File: src/core/memory_map_access_guard_map.vh
// Address map, section codes and constants for the memory map access guard
`ifndef MEMORY_MAP_ACCESS_GUARD_MAP_VH
`define MEMORY_MAP_ACCESS_GUARD_MAP_VH
`define MAG_IO_SHORT_END 16'h003f
`define MAG_IO_BIT_END 16'h001f
`define MAG_IO_EXT_END 16'h0fff
`define MAG_SCRATCH_BASE 16'h001c
`define MAG_EEPROM_BASE 16'h1400
`define MAG_EEPROM_SIZE 16'h0100
`define MAG_SETTINGS_BASE 16'h1300
`define MAG_SETTINGS_SIZE 16'h0020
`define MAG_SRAM_MIRROR_BASE 16'h2000
`define MAG_SRAM_MIRROR_END 16'h3fff
`define MAG_SRAM_SIZE 16'h0400
`define MAG_FLASH_DATA_BASE 16'h8000
`define MAG_FLASH_PM_BASE 16'h0000
`define MAG_SIG_LAST 8'h02
`define MAG_SCRATCH_RESET 8'h00
`define MAG_UNLOCK_VALUE 8'hc5
`define MAG_SEC_BOOT 2'h0
`define MAG_SEC_APPLICATION_CODE_SECTION 2'h1
`define MAG_SEC_APPLICATION_DATA_SECTION 2'h2
`define MAG_TGT_NONE 3'h0
`define MAG_TGT_IO 3'h1
`define MAG_TGT_EEPROM 3'h2
`define MAG_TGT_SETTINGS 3'h3
`define MAG_TGT_SRAM 3'h4
`define MAG_TGT_FLASH 3'h5
`define MAG_DBG_FLASH 3'h0
`define MAG_DBG_SRAM 3'h1
`define MAG_DBG_EEPROM 3'h2
`define MAG_DBG_FUSE 3'h3
`define MAG_DBG_SETTINGS 3'h4
`define MAG_DBG_SIG 3'h5
`define MAG_DBG_INFO 3'h6
`define MAG_DBG_REGS 3'h7
`endif

File: src/core/memory_map_access_guard.v
// Data-space decoder, self-programming rights, scratch bytes and debug-port gating
// Notes on behaviour
// - Whole 0x2000..0x3FFF window decodes to SRAM, mirrored.
// - A Flash section may never program itself.
// - Code in application data section cannot write Flash or EEPROM.
// - CPU stalls while a self-programming operation is busy.
// - EEPROM writes from boot or application code are accepted.
// - Flash appears in data space from 0x8000 for load/store.
// - Program-memory load addresses Flash from offset 0x0000.
// - EEPROM takes single-byte reads and writes, no page needed.
// - Debug port may write firmware settings page while locked.
// - Full chip erase leaves firmware settings page intact.
// - Three identification bytes live at 0x00..0x02 of a separate space.
// - Locked debug reads return only the system info block.
// - Short I/O range 0x00..0x3F completes in one cycle.
// - Extended I/O 0x0040..0x0FFF reachable only by general load/store.
// - Bit set, clear and skip tests only on I/O 0x00..0x1F.
// - Bit set/clear touches only the addressed bit.
// - Four 8-bit bit-addressable scratch bytes at 0x1C..0x1F, reset zero.
// - Any lock field value other than the unlock value locks.
// - Locked: debug reads of memories and fuses denied; CPU unaffected.
// - Denied read completes silently with invalid data.
// - Locked: settings page writable blind, never read back.
// - A full chip erase or a lock field holding the unlock value unlocks.
`include "memory_map_access_guard_map.vh"
`timescale 1ns/10ps
`default_nettype none
module memory_map_access_guard #(
  parameter [7:0] SIG_BYTE0 = 8'h5a,
  parameter [7:0] SIG_BYTE1 = 8'h3c,
  parameter [7:0] SIG_BYTE2 = 8'h0f,
  parameter [15:0] SRAM_SIZE = `MAG_SRAM_SIZE
) (
  input wire clk,
  input wire rst,
  input wire cpu_req,
  input wire cpu_we,
  input wire cpu_pm_load,
  input wire cpu_short_io,
  input wire [1:0] cpu_bit_op,
  input wire [2:0] cpu_bit_sel,
  input wire [15:0] cpu_addr,
  input wire [7:0] cpu_wdata,
  input wire [1:0] cpu_exec_section,
  input wire [15:0] boot_section_end,
  input wire [15:0] application_code_section_section_end,
  input wire nvm_prog_req,
  input wire [15:0] nvm_prog_addr,
  input wire nvm_busy,
  input wire [7:0] lock_field,
  input wire full_chip_erase,
  input wire dbg_req,
  input wire dbg_we,
  input wire [2:0] dbg_space,
  input wire [7:0] dbg_addr,
  input wire [7:0] dbg_mem_rdata,
  input wire [7:0] dbg_info_rdata,
  output reg [2:0] cpu_target,
  output reg [15:0] cpu_phys_addr,
  output reg cpu_addr_fault,
  output wire cpu_stall,
  output reg [7:0] scratch_rdata,
  output reg scratch_hit,
  output reg skip_taken,
  output wire prog_allowed,
  output wire locked,
  output reg dbg_mem_we,
  output reg dbg_ack,
  output reg [7:0] dbg_rdata,
  output reg dbg_rdata_valid,
  output reg erase_start
);
  reg [7:0] scratch_q [0:3];
  reg lock_q;
  reg lock_d;
  reg [15:0] off;
  reg [1:0] tgt_sec;
  reg wr_ok;
  reg is_nv;
  wire [1:0] sidx;
  wire sel_scr;
  wire bit_ok;
  wire [15:0] scr_base;
  wire op_set;
  wire op_clr;
  wire op_skip;
  wire op_none;
  integer i;
  localparam [1:0] BIT_OP_NONE = 2'h0;
  localparam [1:0] BIT_OP_SET = 2'h1;
  localparam [1:0] BIT_OP_CLR = 2'h2;
  localparam [1:0] BIT_OP_SKIP = 2'h3;

  // Lock is taken from the fuse field each cycle; the erase drops it at the next clock edge
  always @*
  begin
    lock_d = (lock_field != `MAG_UNLOCK_VALUE);
    if (full_chip_erase)
      lock_d = 1'b0;
  end

  always @(posedge clk or posedge rst)
  begin
    if (rst)
      lock_q <= 1'b1;
    else
      lock_q <= lock_d;
  end
  assign locked = lock_q;

  // CPU data-space decode
  always @*
  begin
    cpu_target = `MAG_TGT_NONE;
    cpu_phys_addr = 16'h0000;
    cpu_addr_fault = 1'b0;
    if (cpu_req)
    begin
      if (cpu_pm_load)
      begin
        cpu_target = `MAG_TGT_FLASH;
        cpu_phys_addr = cpu_addr - `MAG_FLASH_PM_BASE;
      end
      else if (cpu_short_io)
      begin
        cpu_target = `MAG_TGT_IO;
        cpu_phys_addr = {10'h000, cpu_addr[5:0]};
        cpu_addr_fault = (cpu_addr > `MAG_IO_SHORT_END);
      end
      else if (cpu_addr >= `MAG_FLASH_DATA_BASE)
      begin
        cpu_target = `MAG_TGT_FLASH;
        cpu_phys_addr = cpu_addr - `MAG_FLASH_DATA_BASE;
      end
      else if (cpu_addr >= `MAG_SRAM_MIRROR_BASE && cpu_addr <= `MAG_SRAM_MIRROR_END)
      begin
        cpu_target = `MAG_TGT_SRAM;
        // Power-of-two size assumed, so masking gives the mirror
        cpu_phys_addr = cpu_addr & (SRAM_SIZE - 16'h0001);
      end
      else if (cpu_addr >= `MAG_EEPROM_BASE &&
               cpu_addr < `MAG_EEPROM_BASE + `MAG_EEPROM_SIZE)
      begin
        cpu_target = `MAG_TGT_EEPROM;
        cpu_phys_addr = cpu_addr - `MAG_EEPROM_BASE;
      end
      else if (cpu_addr >= `MAG_SETTINGS_BASE &&
               cpu_addr < `MAG_SETTINGS_BASE + `MAG_SETTINGS_SIZE)
      begin
        cpu_target = `MAG_TGT_SETTINGS;
        cpu_phys_addr = cpu_addr - `MAG_SETTINGS_BASE;
      end
      else if (cpu_addr <= `MAG_IO_EXT_END)
      begin
        cpu_target = `MAG_TGT_IO;
        cpu_phys_addr = cpu_addr;
      end
      else
        cpu_addr_fault = 1'b1;
    end
  end

  // Self-programming rights by section of the executing code and the target
  always @*
  begin
    off = nvm_prog_addr - `MAG_FLASH_DATA_BASE;
    is_nv = 1'b1;
    tgt_sec = `MAG_SEC_APPLICATION_DATA_SECTION;
    if (nvm_prog_addr >= `MAG_FLASH_DATA_BASE)
    begin
      if (off < boot_section_end)
        tgt_sec = `MAG_SEC_BOOT;
      else if (off < application_code_section_section_end)
        tgt_sec = `MAG_SEC_APPLICATION_CODE_SECTION;
    end
    else
      is_nv = 1'b0;
    wr_ok = 1'b0;
    if (cpu_exec_section == `MAG_SEC_APPLICATION_DATA_SECTION)
      wr_ok = 1'b0;
    else if (!is_nv)
      wr_ok = 1'b1;
    else if (cpu_exec_section == `MAG_SEC_BOOT)
      wr_ok = (tgt_sec != `MAG_SEC_BOOT);
    else
      wr_ok = (tgt_sec == `MAG_SEC_APPLICATION_DATA_SECTION);
  end
  assign prog_allowed = nvm_prog_req && wr_ok;
  // Stalling for the whole busy time avoids fetching from a Flash being rewritten
  assign cpu_stall = nvm_busy;

  // Scratch bytes, reached as short I/O; bit ops limited to the low I/O range
  assign sidx = cpu_addr[1:0];
  assign scr_base = `MAG_SCRATCH_BASE;
  // Program-memory loads address Flash, so they must never hit the scratch bytes
  assign sel_scr = cpu_req && !cpu_pm_load &&
                   (cpu_short_io || cpu_addr <= `MAG_IO_SHORT_END) &&
                   (cpu_addr[15:2] == scr_base[15:2]);
  assign bit_ok = (cpu_addr <= `MAG_IO_BIT_END);
  assign op_none = (cpu_bit_op == BIT_OP_NONE);
  assign op_set = (cpu_bit_op == BIT_OP_SET) && bit_ok;
  assign op_clr = (cpu_bit_op == BIT_OP_CLR) && bit_ok;
  assign op_skip = (cpu_bit_op == BIT_OP_SKIP) && bit_ok;

  always @(posedge clk or posedge rst)
  begin
    if (rst)
    begin
      for (i = 0; i < 4; i = i + 1)
        scratch_q[i] <= `MAG_SCRATCH_RESET;
    end
    else if (sel_scr)
    begin
      if (op_set)
        scratch_q[sidx][cpu_bit_sel] <= 1'b1;
      else if (op_clr)
        scratch_q[sidx][cpu_bit_sel] <= 1'b0;
      else if (op_none && cpu_we)
        scratch_q[sidx] <= cpu_wdata;
    end
  end

  always @(posedge clk or posedge rst)
  begin
    if (rst)
    begin
      scratch_rdata <= 8'h00;
      scratch_hit <= 1'b0;
      skip_taken <= 1'b0;
    end
    else
    begin
      scratch_hit <= sel_scr;
      scratch_rdata <= sel_scr ? scratch_q[sidx] : 8'h00;
      // Bit op 3 is the skip test; bit_sel picks the bit, cpu_wdata[0] the sense
      skip_taken <= sel_scr && op_skip &&
                    (scratch_q[sidx][cpu_bit_sel] == cpu_wdata[0]);
    end
  end

  // Debug port gating; denied reads still ack, with zero data flagged invalid
  always @(posedge clk or posedge rst)
  begin
    if (rst)
    begin
      dbg_ack <= 1'b0;
      dbg_rdata <= 8'h00;
      dbg_rdata_valid <= 1'b0;
      dbg_mem_we <= 1'b0;
      erase_start <= 1'b0;
    end
    else
    begin
      dbg_ack <= dbg_req;
      dbg_rdata <= 8'h00;
      dbg_rdata_valid <= 1'b0;
      dbg_mem_we <= 1'b0;
      erase_start <= full_chip_erase;
      if (dbg_req && !dbg_we)
      begin
        if (dbg_space == `MAG_DBG_INFO)
        begin
          dbg_rdata <= dbg_info_rdata;
          dbg_rdata_valid <= 1'b1;
        end
        else if (lock_q)
          dbg_rdata_valid <= 1'b0;
        else if (dbg_space == `MAG_DBG_SIG)
        begin
          dbg_rdata_valid <= (dbg_addr <= `MAG_SIG_LAST);
          case (dbg_addr)
            8'h00: dbg_rdata <= SIG_BYTE0;
            8'h01: dbg_rdata <= SIG_BYTE1;
            8'h02: dbg_rdata <= SIG_BYTE2;
            default: dbg_rdata <= 8'h00;
          endcase
        end
        else
        begin
          dbg_rdata <= dbg_mem_rdata;
          dbg_rdata_valid <= 1'b1;
        end
      end
      else if (dbg_req && dbg_we)
      begin
        if (dbg_space == `MAG_DBG_SETTINGS)
          dbg_mem_we <= 1'b1;
        else if (dbg_space == `MAG_DBG_SIG || dbg_space == `MAG_DBG_INFO)
          dbg_mem_we <= 1'b0;
        else
          dbg_mem_we <= !lock_q;
      end
    end
  end
endmodule // memory_map_access_guard
`default_nettype wire

File: config.mk
export PLATFORM = sky130hd
export DESIGN_NAME = memory_map_access_guard
export DESIGN_NICKNAME = d
export VERILOG_FILES = /design/src/core/memory_map_access_guard.v
export VERILOG_INCLUDE_DIRS = /design/src /design/src/core
export SDC_FILE = /design/constraint.sdc
export NUM_CORES = 1
export LEC_CHECK = 0
export ABC_AREA = 1
export BUFFER_PORTS_ARGS = -buffer_cell sky130_fd_sc_hd__buf_2
export CAP_MARGIN = 20
export CORE_AREA = 2 2 120 122
export CTS_CLUSTER_DIAMETER = 120
export CTS_CLUSTER_SIZE = 24
export DETAILED_ROUTE_END_ITERATION = 7
export DIE_AREA = 0 0 122 124
export MAX_ROUTING_LAYER = met4
export PLACE_DENSITY_LB_ADDON = 0.12
export SYNTH_ARGS = -nofsm -noshare
export SYNTH_HDL_FRONTEND = slang
export SYNTH_SLANG_ARGS = --single-unit
File: constraint.sdc
create_clock -name clk -period 2.6 [get_ports clk]
set_input_delay 0.52 -clock clk [delete_from_list [all_inputs] [get_ports clk]]
set_output_delay 0.52 -clock clk [all_outputs]
set_load 0.02 [all_outputs]
==> results.tsv <==
stage	metric	value	unit
critical_path	Critical Path Fanout Max	4	
timing	Final Critical Period	2470	ps
drt	Routed Antenna Nets	0	
placed_design	pre-CTS setup slack	-43.4	ps
cts	CTS tree	built	
global_route	Overall Global Routing Usage	0.244	
timing	actual slew at the worst max-slew pin	725	ps
timing	Final WS setup	130	ps
die	core area	13700	um2
cells_and_area	Layout fillers	1496	
timing	Setup-failing EPs final	0	
drt	First-pass DRT Iterations	5	
cts	Clock Latency Late Sink	300	ps
critical_path	CP startpoint	cpu_addr[10]	
cells_and_area	ANT cells	0	
cts	Root Driver	clkbuf_16	
drt	DR vias	6618	
timing	Final Max Slew Viols	0	
power_and_ir_drop	clock network fraction of total power	0.310	
drt	Iter 0 DRT Violations	456	
die	standard-cell row count	43	
critical_path	delay-heaviest family, CP	buffers and inverters	
power_and_ir_drop	leakage	4.13	nW
power_and_ir_drop	peak supply drop	0.239	mV
die	Initial Util	0.404	
cells_and_area	area delta synth->final	27.6	%
drt	drt wl/cell	13.6	um
critical_path	Worst Path Required	2080	ps
global_route	initial antenna violation count	0	
placed_design	routability congestion estimate	0.900	
critical_path	crit path kind	input pin to output port	
die	die area	15100	um2
global_route	vias in the first global route	5986	
yosys	top-area cell type share of the netlist area	0.244	
yosys	Post-synth EDFFs	0	
yosys	top-count cell post-synth	nand2_1	
power_and_ir_drop	Seq pwr share	0.400	
critical_path	cell chain of the critical path	buf_2 -> inv_2 -> ha_4 -> buf_4 -> nand2_1 -> nand2_1 -> nand2_2 -> nand3_2 -> buf_4 -> nand2_2 -> nand3_1 -> nor2_1 -> nor2_1 -> nor2_1 -> buf_4	
die	height of the die	124	um
timing	final critical-path share of the clock period	0.950	
timing	Max Clock Freq	405	MHz
yosys	Area contributors post-synth	dfrtp_1 (24%), nand2_1 (21%), nand3_1 (11%), inv_1 (8.9%), ha_1 (7.9%)	
cts	Worst-path clk slew	70	ps
cts	clk buf depth	2	
critical_path	CP Capture Type	output port	
placed_design	dpl hpwl	13.5	mm
yosys	Yosys Warn Count	0	
timing	Hold Fails Final Rpt	0	
yosys	Post-Syn Instances	939	
drt	Detailed Route WL	17.8	mm
critical_path	Slowest Stage Delay on Critical Path	170	ps
power_and_ir_drop	Gate power share	0.290	
placed_design	Placed Cells	1303	
yosys	synthesized area per cell	5.90	um2
drt	# DRC	0	
power_and_ir_drop	total power	2.17	mW
critical_path	Critical Path Source Type	input pin	
yosys	area leader, netlist	dfrtp_1	
cells_and_area	Nets	1290	
global_route	global-route wire length before repair	28.7	mm
cts	CTS Buf Count	5	
power_and_ir_drop	Cell Pwr Density	306	nW/um2
power_and_ir_drop	switching portion of total power	0.324	
drt	Vias/cell	5.05	
yosys	Main synth FF type	dfrtp_1	
flow_run	Max Cap Viol	0	
yosys	FFs w/ async S/R, synth	1.00	
critical_path	CP arrival	1950	ps
global_route	largest net degree at the start of global routing	56	
global_route	total congestion overflow	0	
cells_and_area	ratio of cells with drive above 1 in the final layout	0.230	
power_and_ir_drop	P_int	1.46	mW
timing	Sum Neg Setup Slack	0	ps
yosys	Unique masters post-synth	36	
critical_path	slowest stage cell, crit path	ha_4	
yosys	Mapped Area	5540	um2
yosys	Commonest cells post-synth	nand2_1 (317), inv_1 (131), nand3_1 (122)	
placed_design	# port buffers	167	
yosys	syn_nets	1099	
yosys	synthesized flop and latch total	55	
timing	skew final	10.3	ps
critical_path	Bufs and invs on worst path	5	
die	die width	122	um
timing	slew margin rel.	0.513	
die	Top-Level Pins	170	
status	run status	completed	
cells_and_area	Final Non-Filler Cells	1311	
yosys	post-synthesis sequential area ratio	0.249	
worst_hold_path	Hold Crit Class	input pin to asynchronous set/reset pin	
critical_path	worst flop-to-flop path startpoint	scratch_q[27]	
cts	htree depth	2	
power_and_ir_drop	P_sw	0.702	mW
cts	clock sinks	55	
## sequential cells by signal (all words and copies together) (netlist names)
name / flops
scratch_rdata: 8
locked: 1
dbg_rdata_valid: 1
dbg_mem_we: 1
erase_start: 1
scratch_hit: 1
dbg_ack: 1
dbg_rdata: 8
skip_taken: 1
scratch_q: 32
## power by group through the flow
stage	registers (mW)	clock network (mW)	logic [mW]
after global routing	0.866	0.727	0.709
after floorplan	0.893	0	0.330
after detailed placement	0.882	0	0.610
after CTS	0.865	0.698	0.614
final	0.865	0.671	0.629
after global placement	0.882	0	0.609
## cell type report
type                            instances  area [um2]  area share
Timing Repair Buffer                  212        1220       0.172
Clock buffer                            7         133      0.0187
Tap cell                              180         225      0.0318
Inverter                              136         518      0.0732
Sequential cell                        55        1380       0.195
Multi-Input combinational cell        720        3600       0.508
Clock inverter                          1        5.00    0.000707
## path summary, 6_finish.rpt
kind	to	slack (ps)	depth (start not counted)
max	cpu_phys_addr[15]	130	15
min	erase_start	270	3
max reg2reg	skip_taken	1160	11
min reg2reg	scratch_q[6]	510	2
max in group asynchronous	locked	2050	3
min in group clk	erase_start	350	1
## placed cells by master, fill, tap and decap left out, types with 31 or more instances in the layout
master,n
nor2_1,88
nand4_1,36
inv_1,125
dfrtp_1,54
nand3_1,121
buf_2,164
a21oi_1,45
ha_1,31
buf_4,45
nand2_1,313
## logic make-up (layout without fill, tap and decap cells)
kind of cell               Yosys count  count (layout)  synth area share
buffers and inverters              164             356             0.119
adders and majority gates           35              35            0.0790
DFF                                 55              55             0.249
AOI/OAI and AO/OA                   85              85            0.0849
xor gates and xnor gates             1               1           0.00158
and+or+nand+nor                    599             599             0.467
## repair_timing
item | in CTS | in global routing
gates resized for setup | 1 | 32
hold buffers | 0 | 0
buffers inserted | 0 | 0
setup endpoints to repair | 6 | 18
pin swaps | 0 | 8
## per-layer routing
| layer | part of all wire | wire length [um] | up-vias | track usage |
|---|---|---|---|---|
| met5 | 0 | 0 | - | - |
| met3 | 0.068 | 1220 | 30 | 0.0321 |
| met4 | 0.013 | 235 | 0 | 0.0474 |
| met2 | 0.46 | 8200 | 260 | 0.395 |
| li1 | - | - | 3400 | - |
| met1 | 0.46 | 8180 | 2928 | 0.329 |
## metrics by stage
stage	utilization	area, um2	hold WS (ps)
final	0.516	7070	267
after global routing	0.516	7070	306
after CTS	0.508	6970	278
after detailed placement	0.498	6830	494
after global placement	0.498	6830	493
after floorplan	-	5540	471
## worst reg2reg max path, stage by stage (launching register included)
cell	delay (ps)
dfrtp_1	390
inv_1	60
o21ai_0	320
nand2_1	130
nand2_1	90
nand2_1	50
nand2_1	50
nor2_1	50
nand2_1	50
nand2_1	40
nand3_1	60
nor2_1	40
Note: power is estimated with default switching activity, not from simulation.
